--- src/rtl/usb_ep0_pkg.sv ---
// constants and carrier types for the endpoint-0 control and status block
package usb_ep0_pkg;
    localparam int unsigned IDX_W  = 10;
    localparam int unsigned NUM_EV = 4;

    // register indexes, byte address is four times the index
    localparam logic [IDX_W-1:0] IDX_CSR_LOW  = 10'h102;
    localparam logic [IDX_W-1:0] IDX_CSR_HIGH = 10'h103;
    localparam logic [IDX_W-1:0] IDX_IRQ_STAT = 10'h104;
    localparam logic [IDX_W-1:0] IDX_IRQ_MASK = 10'h105;
    localparam logic [IDX_W-1:0] IDX_MODE     = 10'h106;

    // low register fields
    localparam int unsigned LO_SETUP_CLR  = 7;
    localparam int unsigned LO_RX_CLR     = 6;
    localparam int unsigned LO_STALL      = 5;
    localparam int unsigned LO_SETUP_END  = 4;
    localparam int unsigned LO_LAST_DATA  = 3;
    localparam int unsigned LO_STALLED    = 2;
    localparam int unsigned LO_TX_READY   = 1;
    localparam int unsigned LO_RX_READY   = 0;

    // high register fields
    localparam int unsigned HI_TWE    = 2;
    localparam int unsigned HI_TOGGLE = 1;
    localparam int unsigned HI_FLUSH  = 0;

    // mode register field
    localparam int unsigned MODE_HOST = 0;

    // interrupt event bits
    localparam int unsigned EV_TX        = 0;
    localparam int unsigned EV_RX        = 1;
    localparam int unsigned EV_SETUP_END = 2;
    localparam int unsigned EV_STALL     = 3;

    localparam logic [7:0]        CSR_RESET = 8'h00;
    localparam logic [NUM_EV-1:0] EV_RESET  = 4'h0;
    localparam logic [31:0]       RD_ZERO   = 32'h0000_0000;

    typedef struct packed {
        logic rx_pkt_done;
        logic tx_pkt_done;
        logic stall_sent;
        logic ctrl_abort;
        logic status_done;
        logic toggle_flip;
    } link_in_s;

    typedef struct packed {
        logic host_mode;
        logic tx_ready;
        logic stall_req;
        logic fifo_flush;
        logic data_toggle;
    } link_out_s;

    typedef struct packed {
        logic             wr;
        logic             rd;
        logic [IDX_W-1:0] idx;
        logic [31:0]      wdata;
    } bus_req_s;
endpackage

--- src/rtl/usb_ep0_ctrl.sv ---
// endpoint-0 control and status registers with link handshakes
// Operation
// - In device mode a one written to low bit 7 clears the setup-end flag, nothing else does.
// - In device mode a one written to low bit 6 clears the receive-ready flag.
// - In device mode a one written to low bit 5 requests a stall, cleared once it is sent.
// - Setup-end sets when a control transfer aborts before last-data, with event and flush.
// - Last-data is set by software with the final packet and cleared by the hardware.
// - Stalled sets when a stall is sent, a written zero clears it and a one does nothing.
// - Transmit-ready is set by software and cleared with an event once the packet is sent.
// - Receive-ready sets with an event on a packet and clears only by software request.
// - In host mode a one to high bit 2 enables one toggle write and then clears itself.
// - In host mode high bit 1 reads the toggle and is writable only while enabled.
// - A one to high bit 0 flushes the fifo and clears transmit-ready and receive-ready.
// - Both registers are 8 bits, reset to zero, and reserved bits read as zero.
`timescale 1ns/1ps
module usb_ep0_ctrl (
    input  wire logic                hclk,
    input  wire logic                hresetn,
    input  wire logic                hsel,
    input  wire logic [31:0]         haddr,
    input  wire logic [1:0]          htrans,
    input  wire logic                hwrite,
    input  wire logic [2:0]          hsize,
    input  wire logic [31:0]         hwdata,
    input  wire logic                hready,
    output logic                     hreadyout,
    output logic                     hresp,
    output logic [31:0]              hrdata,
    input  wire usb_ep0_pkg::link_in_s  lnk,
    output usb_ep0_pkg::link_out_s      lout,
    output logic                     irq
);
    usb_ep0_pkg::bus_req_s             req;
    logic [31:0]                       rd_value;
    logic [usb_ep0_pkg::NUM_EV-1:0]    ev;
    logic [usb_ep0_pkg::NUM_EV-1:0]    ev_status;
    logic [usb_ep0_pkg::NUM_EV-1:0]    ev_mask;
    logic                              host_r;
    logic                              setup_end_r;
    logic                              rx_ready_r;
    logic                              tx_ready_r;
    logic                              stall_req_r;
    logic                              stalled_r;
    logic                              last_data_r;
    logic                              twe_r;
    logic                              toggle_r;
    logic                              flush_r;
    logic                              dev;
    logic                              wr_lo;
    logic                              wr_hi;
    logic [7:0]                        wd;
    logic                              ev_setup_end;
    logic                              flush_now;
    logic                              rx_clr;
    logic                              tx_set;
    logic                              stall_set;

    function automatic logic hit(input usb_ep0_pkg::bus_req_s r,
                                 input logic [usb_ep0_pkg::IDX_W-1:0] idx);
        hit = r.wr && (r.idx == idx);
    endfunction

    ep0_ahb_slave u_bus (
        .hclk      (hclk),
        .hresetn   (hresetn),
        .hsel      (hsel),
        .haddr     (haddr),
        .htrans    (htrans),
        .hwrite    (hwrite),
        .hsize     (hsize),
        .hwdata    (hwdata),
        .hready    (hready),
        .hreadyout (hreadyout),
        .hresp     (hresp),
        .hrdata    (hrdata),
        .req       (req),
        .rd_value  (rd_value)
    );

    ep0_irq u_irq (
        .hclk    (hclk),
        .hresetn (hresetn),
        .events  (ev),
        .stat_we (hit(req, usb_ep0_pkg::IDX_IRQ_STAT)),
        .mask_we (hit(req, usb_ep0_pkg::IDX_IRQ_MASK)),
        .wdata   (req.wdata[usb_ep0_pkg::NUM_EV-1:0]),
        .status  (ev_status),
        .mask    (ev_mask),
        .irq     (irq)
    );

    // write decode by mode
    assign dev          = !host_r;
    assign wr_lo        = hit(req, usb_ep0_pkg::IDX_CSR_LOW);
    assign wr_hi        = hit(req, usb_ep0_pkg::IDX_CSR_HIGH);
    assign wd           = req.wdata[7:0];
    assign ev_setup_end = dev && lnk.ctrl_abort && !last_data_r;
    assign flush_now    = wr_hi && wd[usb_ep0_pkg::HI_FLUSH];
    assign tx_set       = wr_lo && wd[usb_ep0_pkg::LO_TX_READY];
    assign stall_set    = dev && wr_lo && wd[usb_ep0_pkg::LO_STALL];
    assign rx_clr       = wr_lo && (dev ? wd[usb_ep0_pkg::LO_RX_CLR]
                                        : !wd[usb_ep0_pkg::LO_RX_READY]);

    assign ev[usb_ep0_pkg::EV_TX]        = lnk.tx_pkt_done && tx_ready_r;
    assign ev[usb_ep0_pkg::EV_RX]        = lnk.rx_pkt_done;
    assign ev[usb_ep0_pkg::EV_SETUP_END] = ev_setup_end;
    assign ev[usb_ep0_pkg::EV_STALL]     = dev && lnk.stall_sent;

    // operating mode
    always_ff @(posedge hclk or negedge hresetn) begin
        if (!hresetn) begin
            host_r <= 1'b0;
        end else if (hit(req, usb_ep0_pkg::IDX_MODE)) begin
            host_r <= req.wdata[usb_ep0_pkg::MODE_HOST];
        end
    end

    // setup end flag
    always_ff @(posedge hclk or negedge hresetn) begin
        if (!hresetn) begin
            setup_end_r <= 1'b0;
        end else if (ev_setup_end) begin
            setup_end_r <= 1'b1;
        end else if (dev && wr_lo && wd[usb_ep0_pkg::LO_SETUP_CLR]) begin
            setup_end_r <= 1'b0;
        end
    end

    // receive ready
    always_ff @(posedge hclk or negedge hresetn) begin
        if (!hresetn) begin
            rx_ready_r <= 1'b0;
        end else if (lnk.rx_pkt_done) begin
            rx_ready_r <= 1'b1;
        end else if (rx_clr || flush_now) begin
            rx_ready_r <= 1'b0;
        end
    end

    // transmit ready
    always_ff @(posedge hclk or negedge hresetn) begin
        if (!hresetn) begin
            tx_ready_r <= 1'b0;
        end else if (tx_set) begin
            tx_ready_r <= 1'b1;
        end else if (lnk.tx_pkt_done || flush_now) begin
            tx_ready_r <= 1'b0;
        end
    end

    // stall request and stalled flag
    always_ff @(posedge hclk or negedge hresetn) begin
        if (!hresetn) begin
            stall_req_r <= 1'b0;
        end else if (stall_set) begin
            stall_req_r <= 1'b1;
        end else if (lnk.stall_sent) begin
            stall_req_r <= 1'b0;
        end
    end

    always_ff @(posedge hclk or negedge hresetn) begin
        if (!hresetn) begin
            stalled_r <= 1'b0;
        end else if (dev && lnk.stall_sent) begin
            stalled_r <= 1'b1;
        end else if (dev && wr_lo && !wd[usb_ep0_pkg::LO_STALLED]) begin
            stalled_r <= 1'b0;
        end
    end

    // last data mark
    always_ff @(posedge hclk or negedge hresetn) begin
        if (!hresetn) begin
            last_data_r <= 1'b0;
        end else if (dev && wr_lo && wd[usb_ep0_pkg::LO_LAST_DATA]) begin
            last_data_r <= 1'b1;
        end else if (lnk.status_done || lnk.ctrl_abort) begin
            last_data_r <= 1'b0;
        end
    end

    // toggle write enable and data toggle
    always_ff @(posedge hclk or negedge hresetn) begin
        if (!hresetn) begin
            twe_r <= 1'b0;
        end else if (host_r && wr_hi && twe_r) begin
            twe_r <= 1'b0;
        end else if (host_r && wr_hi && wd[usb_ep0_pkg::HI_TWE]) begin
            twe_r <= 1'b1;
        end
    end

    always_ff @(posedge hclk or negedge hresetn) begin
        if (!hresetn) begin
            toggle_r <= 1'b0;
        end else if (host_r && wr_hi && twe_r) begin
            toggle_r <= wd[usb_ep0_pkg::HI_TOGGLE];
        end else if (lnk.toggle_flip) begin
            toggle_r <= !toggle_r;
        end
    end

    // fifo flush pulse
    always_ff @(posedge hclk or negedge hresetn) begin
        if (!hresetn) begin
            flush_r <= 1'b0;
        end else begin
            flush_r <= flush_now || ev_setup_end;
        end
    end

    // read mux
    always_comb begin
        rd_value = usb_ep0_pkg::RD_ZERO;
        unique case (req.idx)
            usb_ep0_pkg::IDX_CSR_LOW: begin
                rd_value[usb_ep0_pkg::LO_TX_READY] = tx_ready_r;
                rd_value[usb_ep0_pkg::LO_RX_READY] = rx_ready_r;
                if (dev) begin
                    rd_value[usb_ep0_pkg::LO_STALL]     = stall_req_r;
                    rd_value[usb_ep0_pkg::LO_SETUP_END] = setup_end_r;
                    rd_value[usb_ep0_pkg::LO_LAST_DATA] = last_data_r;
                    rd_value[usb_ep0_pkg::LO_STALLED]   = stalled_r;
                end
            end
            usb_ep0_pkg::IDX_CSR_HIGH: begin
                if (host_r) begin
                    rd_value[usb_ep0_pkg::HI_TWE]    = twe_r;
                    rd_value[usb_ep0_pkg::HI_TOGGLE] = toggle_r;
                end
            end
            usb_ep0_pkg::IDX_IRQ_STAT: rd_value[usb_ep0_pkg::NUM_EV-1:0] = ev_status;
            usb_ep0_pkg::IDX_IRQ_MASK: rd_value[usb_ep0_pkg::NUM_EV-1:0] = ev_mask;
            usb_ep0_pkg::IDX_MODE:     rd_value[usb_ep0_pkg::MODE_HOST] = host_r;
            default:                   rd_value = usb_ep0_pkg::RD_ZERO;
        endcase
    end

    // link outputs
    always_comb begin
        lout.host_mode   = host_r;
        lout.tx_ready    = tx_ready_r;
        lout.stall_req   = stall_req_r;
        lout.fifo_flush  = flush_r;
        lout.data_toggle = toggle_r;
    end
endmodule

--- src/rtl/ep0_ahb_slave.sv ---
// ahb-lite slave front end, one wait state per transfer
`timescale 1ns/1ps
module ep0_ahb_slave (
    input  wire logic                hclk,
    input  wire logic                hresetn,
    input  wire logic                hsel,
    input  wire logic [31:0]         haddr,
    input  wire logic [1:0]          htrans,
    input  wire logic                hwrite,
    input  wire logic [2:0]          hsize,
    input  wire logic [31:0]         hwdata,
    input  wire logic                hready,
    output logic                     hreadyout,
    output logic                     hresp,
    output logic [31:0]              hrdata,
    output usb_ep0_pkg::bus_req_s    req,
    input  wire logic [31:0]         rd_value
);
    logic                          pend_r;
    logic                          pend_wr_r;
    logic [usb_ep0_pkg::IDX_W-1:0] pend_idx_r;
    logic                          take;

    assign take = hsel && htrans[1] && hready && (hsize == 3'h2);

    // address phase capture
    always_ff @(posedge hclk or negedge hresetn) begin
        if (!hresetn) begin
            pend_r     <= 1'b0;
            pend_wr_r  <= 1'b0;
            pend_idx_r <= '0;
            hreadyout  <= 1'b1;
        end else begin
            pend_r    <= take;
            hreadyout <= !take;
            if (take) begin
                pend_wr_r  <= hwrite;
                pend_idx_r <= haddr[usb_ep0_pkg::IDX_W+1:2];
            end
        end
    end

    // data phase: write strobe and read capture
    always_comb begin
        req.wr    = pend_r && pend_wr_r;
        req.rd    = pend_r && !pend_wr_r;
        req.idx   = pend_idx_r;
        req.wdata = hwdata;
    end

    always_ff @(posedge hclk or negedge hresetn) begin
        if (!hresetn) begin
            hrdata <= usb_ep0_pkg::RD_ZERO;
            hresp  <= 1'b0;
        end else begin
            hresp <= 1'b0;
            if (req.rd) begin
                hrdata <= rd_value;
            end
        end
    end
endmodule

--- src/rtl/ep0_irq.sv ---
// sticky event status, mask and level interrupt
`timescale 1ns/1ps
module ep0_irq (
    input  wire logic                           hclk,
    input  wire logic                           hresetn,
    input  wire logic [usb_ep0_pkg::NUM_EV-1:0] events,
    input  wire logic                           stat_we,
    input  wire logic                           mask_we,
    input  wire logic [usb_ep0_pkg::NUM_EV-1:0] wdata,
    output logic [usb_ep0_pkg::NUM_EV-1:0]      status,
    output logic [usb_ep0_pkg::NUM_EV-1:0]      mask,
    output logic                                irq
);
    // write one clears, a new event wins
    always_ff @(posedge hclk or negedge hresetn) begin
        if (!hresetn) begin
            status <= usb_ep0_pkg::EV_RESET;
        end else begin
            status <= (status & ~(stat_we ? wdata : usb_ep0_pkg::EV_RESET)) | events;
        end
    end

    always_ff @(posedge hclk or negedge hresetn) begin
        if (!hresetn) begin
            mask <= usb_ep0_pkg::EV_RESET;
        end else if (mask_we) begin
            mask <= wdata;
        end
    end

    always_ff @(posedge hclk or negedge hresetn) begin
        if (!hresetn) begin
            irq <= 1'b0;
        end else begin
            irq <= |(status & mask);
        end
    end
endmodule

--- config.mk ---
export PLATFORM = sky130hd
export DESIGN_NAME = usb_ep0_ctrl
export DESIGN_NICKNAME = d
export VERILOG_FILES = /design/src/rtl/usb_ep0_pkg.sv /design/src/rtl/usb_ep0_ctrl.sv /design/src/rtl/ep0_ahb_slave.sv /design/src/rtl/ep0_irq.sv
export SDC_FILE = /design/constraint.sdc
export NUM_CORES = 1
export LEC_CHECK = 0
export BUFFER_PORTS_ARGS = -buffer_cell sky130_fd_sc_hd__buf_4
export CORE_ASPECT_RATIO = 0.8
export CORE_MARGIN = 5
export CORE_UTILIZATION = 31
export DETAILED_ROUTE_END_ITERATION = 10
export PLACE_DENSITY = 0.69
export SKIP_LAST_GASP = 1
export SYNTH_ARGS = -nofsm -noshare
export SYNTH_HDL_FRONTEND = slang
export SYNTH_SLANG_ARGS = --single-unit
export TNS_END_PERCENT = 10
--- constraint.sdc ---
create_clock -name hclk -period 1.6 [get_ports hclk]
set_input_delay 0.32 -clock hclk [delete_from_list [all_inputs] [get_ports hclk]]
set_output_delay 0.32 -clock hclk [all_outputs]
set_load 0.01 [all_outputs]
==> results.cfg <==
[run_status]
outcome = complete, but fails checks
violations = negative setup slack

[global_routing]
grt_antenna_before_repair = 0
grt_pass1_wl_mm = 6.65
grt_pass1_vias = 1340
grt_max_degree = 39
grt-ovfl-total = 0
track_usage = 0.106

[placement]
pre_cts_ws_ns = -0.273
hpwl_mm = 3.40
place_congestion = 0.810
port_buffers = 44

[timing]
finalHoldViolations = 0
setup_viol = 24
setup_tns_ns = -3.94
worst_clock_skew_ns = 0.0102
fmax_mhz = 540
fin_ws_ns = -0.251
rsz0062_at_grt = true
slew_viol_final = 0
finalCriticalPeriod_ns = 1.85
period_share = 1.16

[power_and_ir_drop]
total_power_mw = 2.24
cellPowerDensity_nw_per_um2 = 898
switchingPower_uw = 610
comb_power_share = 0.213
p_int_mw = 1.63
p_leak_nw = 1.17
power_frac_seq = 0.488
peakVddDrop_uv = 408
power_switching_share = 0.272
power_frac_clock = 0.298

[floorplan]
core_um2 = 6340
die_area_um2 = 8170
die_h_um = 81.9
rows = 26
pin_count = 120
die_w_um = 99.8
initial_core_util = 0.316

[cells_and_area]
final_common_cell = buf_4
nNetsFinal = 316
antennaDiodeCount = 0
layout_common_cells = 54 x buf_4, 37 x dfrtp_1, 27 x conb_1
drive_above_1_share = 0.384
utilization = 0.394
area_growth_pct = 24.9

[yosys]
ys.flop_type = dfrtp_1
yosysWarnings = 0
ys_types = 38
synth-seq-cells = 38
netlist_area_um2 = 2000
seq_area_frac_synth = 0.476
synthCells = 183
postSynthAreaPerCell_um2 = 10.9
synth_edf_count = 0
async_flop_share = 1.00

[clocking]
clkLatencyLatePin_ns = 0.29
clk_pin_slew_worst_paths_ns = 0.08
cts_num_sinks = 38
cts_tree = yes
ctsHtreeMaxLevel = 2
cts-buffers-inserted = 5
cts_buffer_depth = 2
root_buffer = clkbuf_8

[drt]
wirelength_mm = 4.35
vias = 1442
first_iter_violations = 65
wl_per_cell_um = 13.5
drtAntennaViolNets = 0
route.detailed.drc = 0
vias_per_cell = 4.49
dr.pass1.iters = 4

[critical_path]
crit_arrival_ns = 2.02
crit_fanout = 4
timing_worst_setup_path_type = reg2reg
cp-end-kind = flop
worst_ep_required_time_ns = 1.77
start_kind = flop

[flow_run]
cap_violations = 0

[worst_hold_path]
hold_class = in2reg
-- critical path, cell delays in order, from the launching register on --
cell and delay [ns]:
dfrtp_1 0.38, or4b_4 0.58, buf_6 0.14, nor4_2 0.23, buf_4 0.18, nand2_1 0.05
a22o_1 0.17
-- worst paths after layout --
| path | slack (ns) | start | depth (start not counted) | endpoint |
|---|---|---|---|---|
| worst max register to register | -0.25 | u_bus.pend_idx_r[6] | 6 | u_irq.status[0] |
| worst min register to register | 0.47 | rx_ready_r | 1 | rx_ready_r |
| max in group asynchronous | 0.72 | hresetn | 2 | u_bus.hreadyout |
| worst min-delay path | 0.22 | lnk[1] | 2 | last_data_r |
| worst max-delay path | -0.25 | u_bus.pend_idx_r[6] | 6 | u_irq.status[0] |
| min in group asynchronous | 0.52 | hresetn | 2 | u_bus.hrdata[4] |
-- sequential cells by signal, summed over array words and instances (netlist names), 4 cells and up --
signal and count:
u_bus.hrdata 6, u_bus.pend_idx_r 10, u_irq.mask 4, u_irq.status 4
-- through the flow --
stage / instance area (um^2) / hold slack [ns] / std cells
after floorplan: 2100 / 0.0244 / 209
after global placement: 2370 / 0.312 / 311
after detailed placement: 2370 / 0.321 / 311
after CTS: 2490 / 0.219 / 321
after global routing: 2500 / 0.213 / 321
final: 2500 / 0.222 / 321
-- power groups by stage --
stage	clock network, mW	registers, mW	logic (mW)
final	0.670	1.10	0.479
after global routing	0.735	1.11	0.528
after CTS	0.695	1.10	0.475
after detailed placement	0	1.11	0.464
after global placement	0	1.11	0.455
after floorplan	0	1.10	0.323
-- cell families (layout without fill, tap and decap cells) --
logic type	count (synthesis)	count (layout)	synth area share
compound gates	31	31	0.107
xor+xnor	1	1	0.00438
buf+inv	41	69	0.140
flops	38	38	0.476
mux	21	21	0.124
other cells	1	27	0.00187
simple gates	50	50	0.148
-- cells in the mapped netlist (2+ instances only) --
master	number	area share
dfrtp_1	37	0.46
buf_4	33	0.12
mux2_2	13	0.073
nand2_1	13	0.024
o21ai_0	9	0.022
nand3_1	7	0.017
nand2b_1	6	0.019
nor2_1	6	0.011
a21o_1	5	0.019
a22o_1	4	0.017
mux2_4	4	0.030
nor2b_1	4	0.012
a21oi_1	3	0.0075
a22oi_1	3	0.011
and3_1	3	0.0094
clkbuf_1	3	0.0056
inv_1	3	0.0056
mux2i_1	3	0.015
a221oi_1	2	0.0088
buf_2	2	0.0050
nand4b_1	2	0.0088
o31ai_1	2	0.0075
-- layer usage --
metal / vias to the layer above / GRT usage / share of wire
li1: 689 / - / -
met1: 693 / 0.136 / 0.42
met2: 54 / 0.161 / 0.47
met3: 6 / 0.0475 / 0.093
met4: 0 / 0.0327 / 0.013
met5: - / 0 / 0
-- final cells by class --
cell class	instances	area (um^2)
timing repair buffer	58	458
clock inverter	1	5.00
fill	641	3840
tap	84	105
sequential	38	952
multi-input combinational	130	882
clock buffer	7	86.3
inverter	3	11.3
-- timing repair --
action | in CTS | in global routing
gates resized for setup | 3 | 2
hold buffers | 1 | 0
buffers inserted | 2 | 0
pin swaps | 4 | 2
endpoints found under the setup margin | 21 | 24
endpoints found under the hold margin | 5 | 0
(Power assumes the default switching activity.)
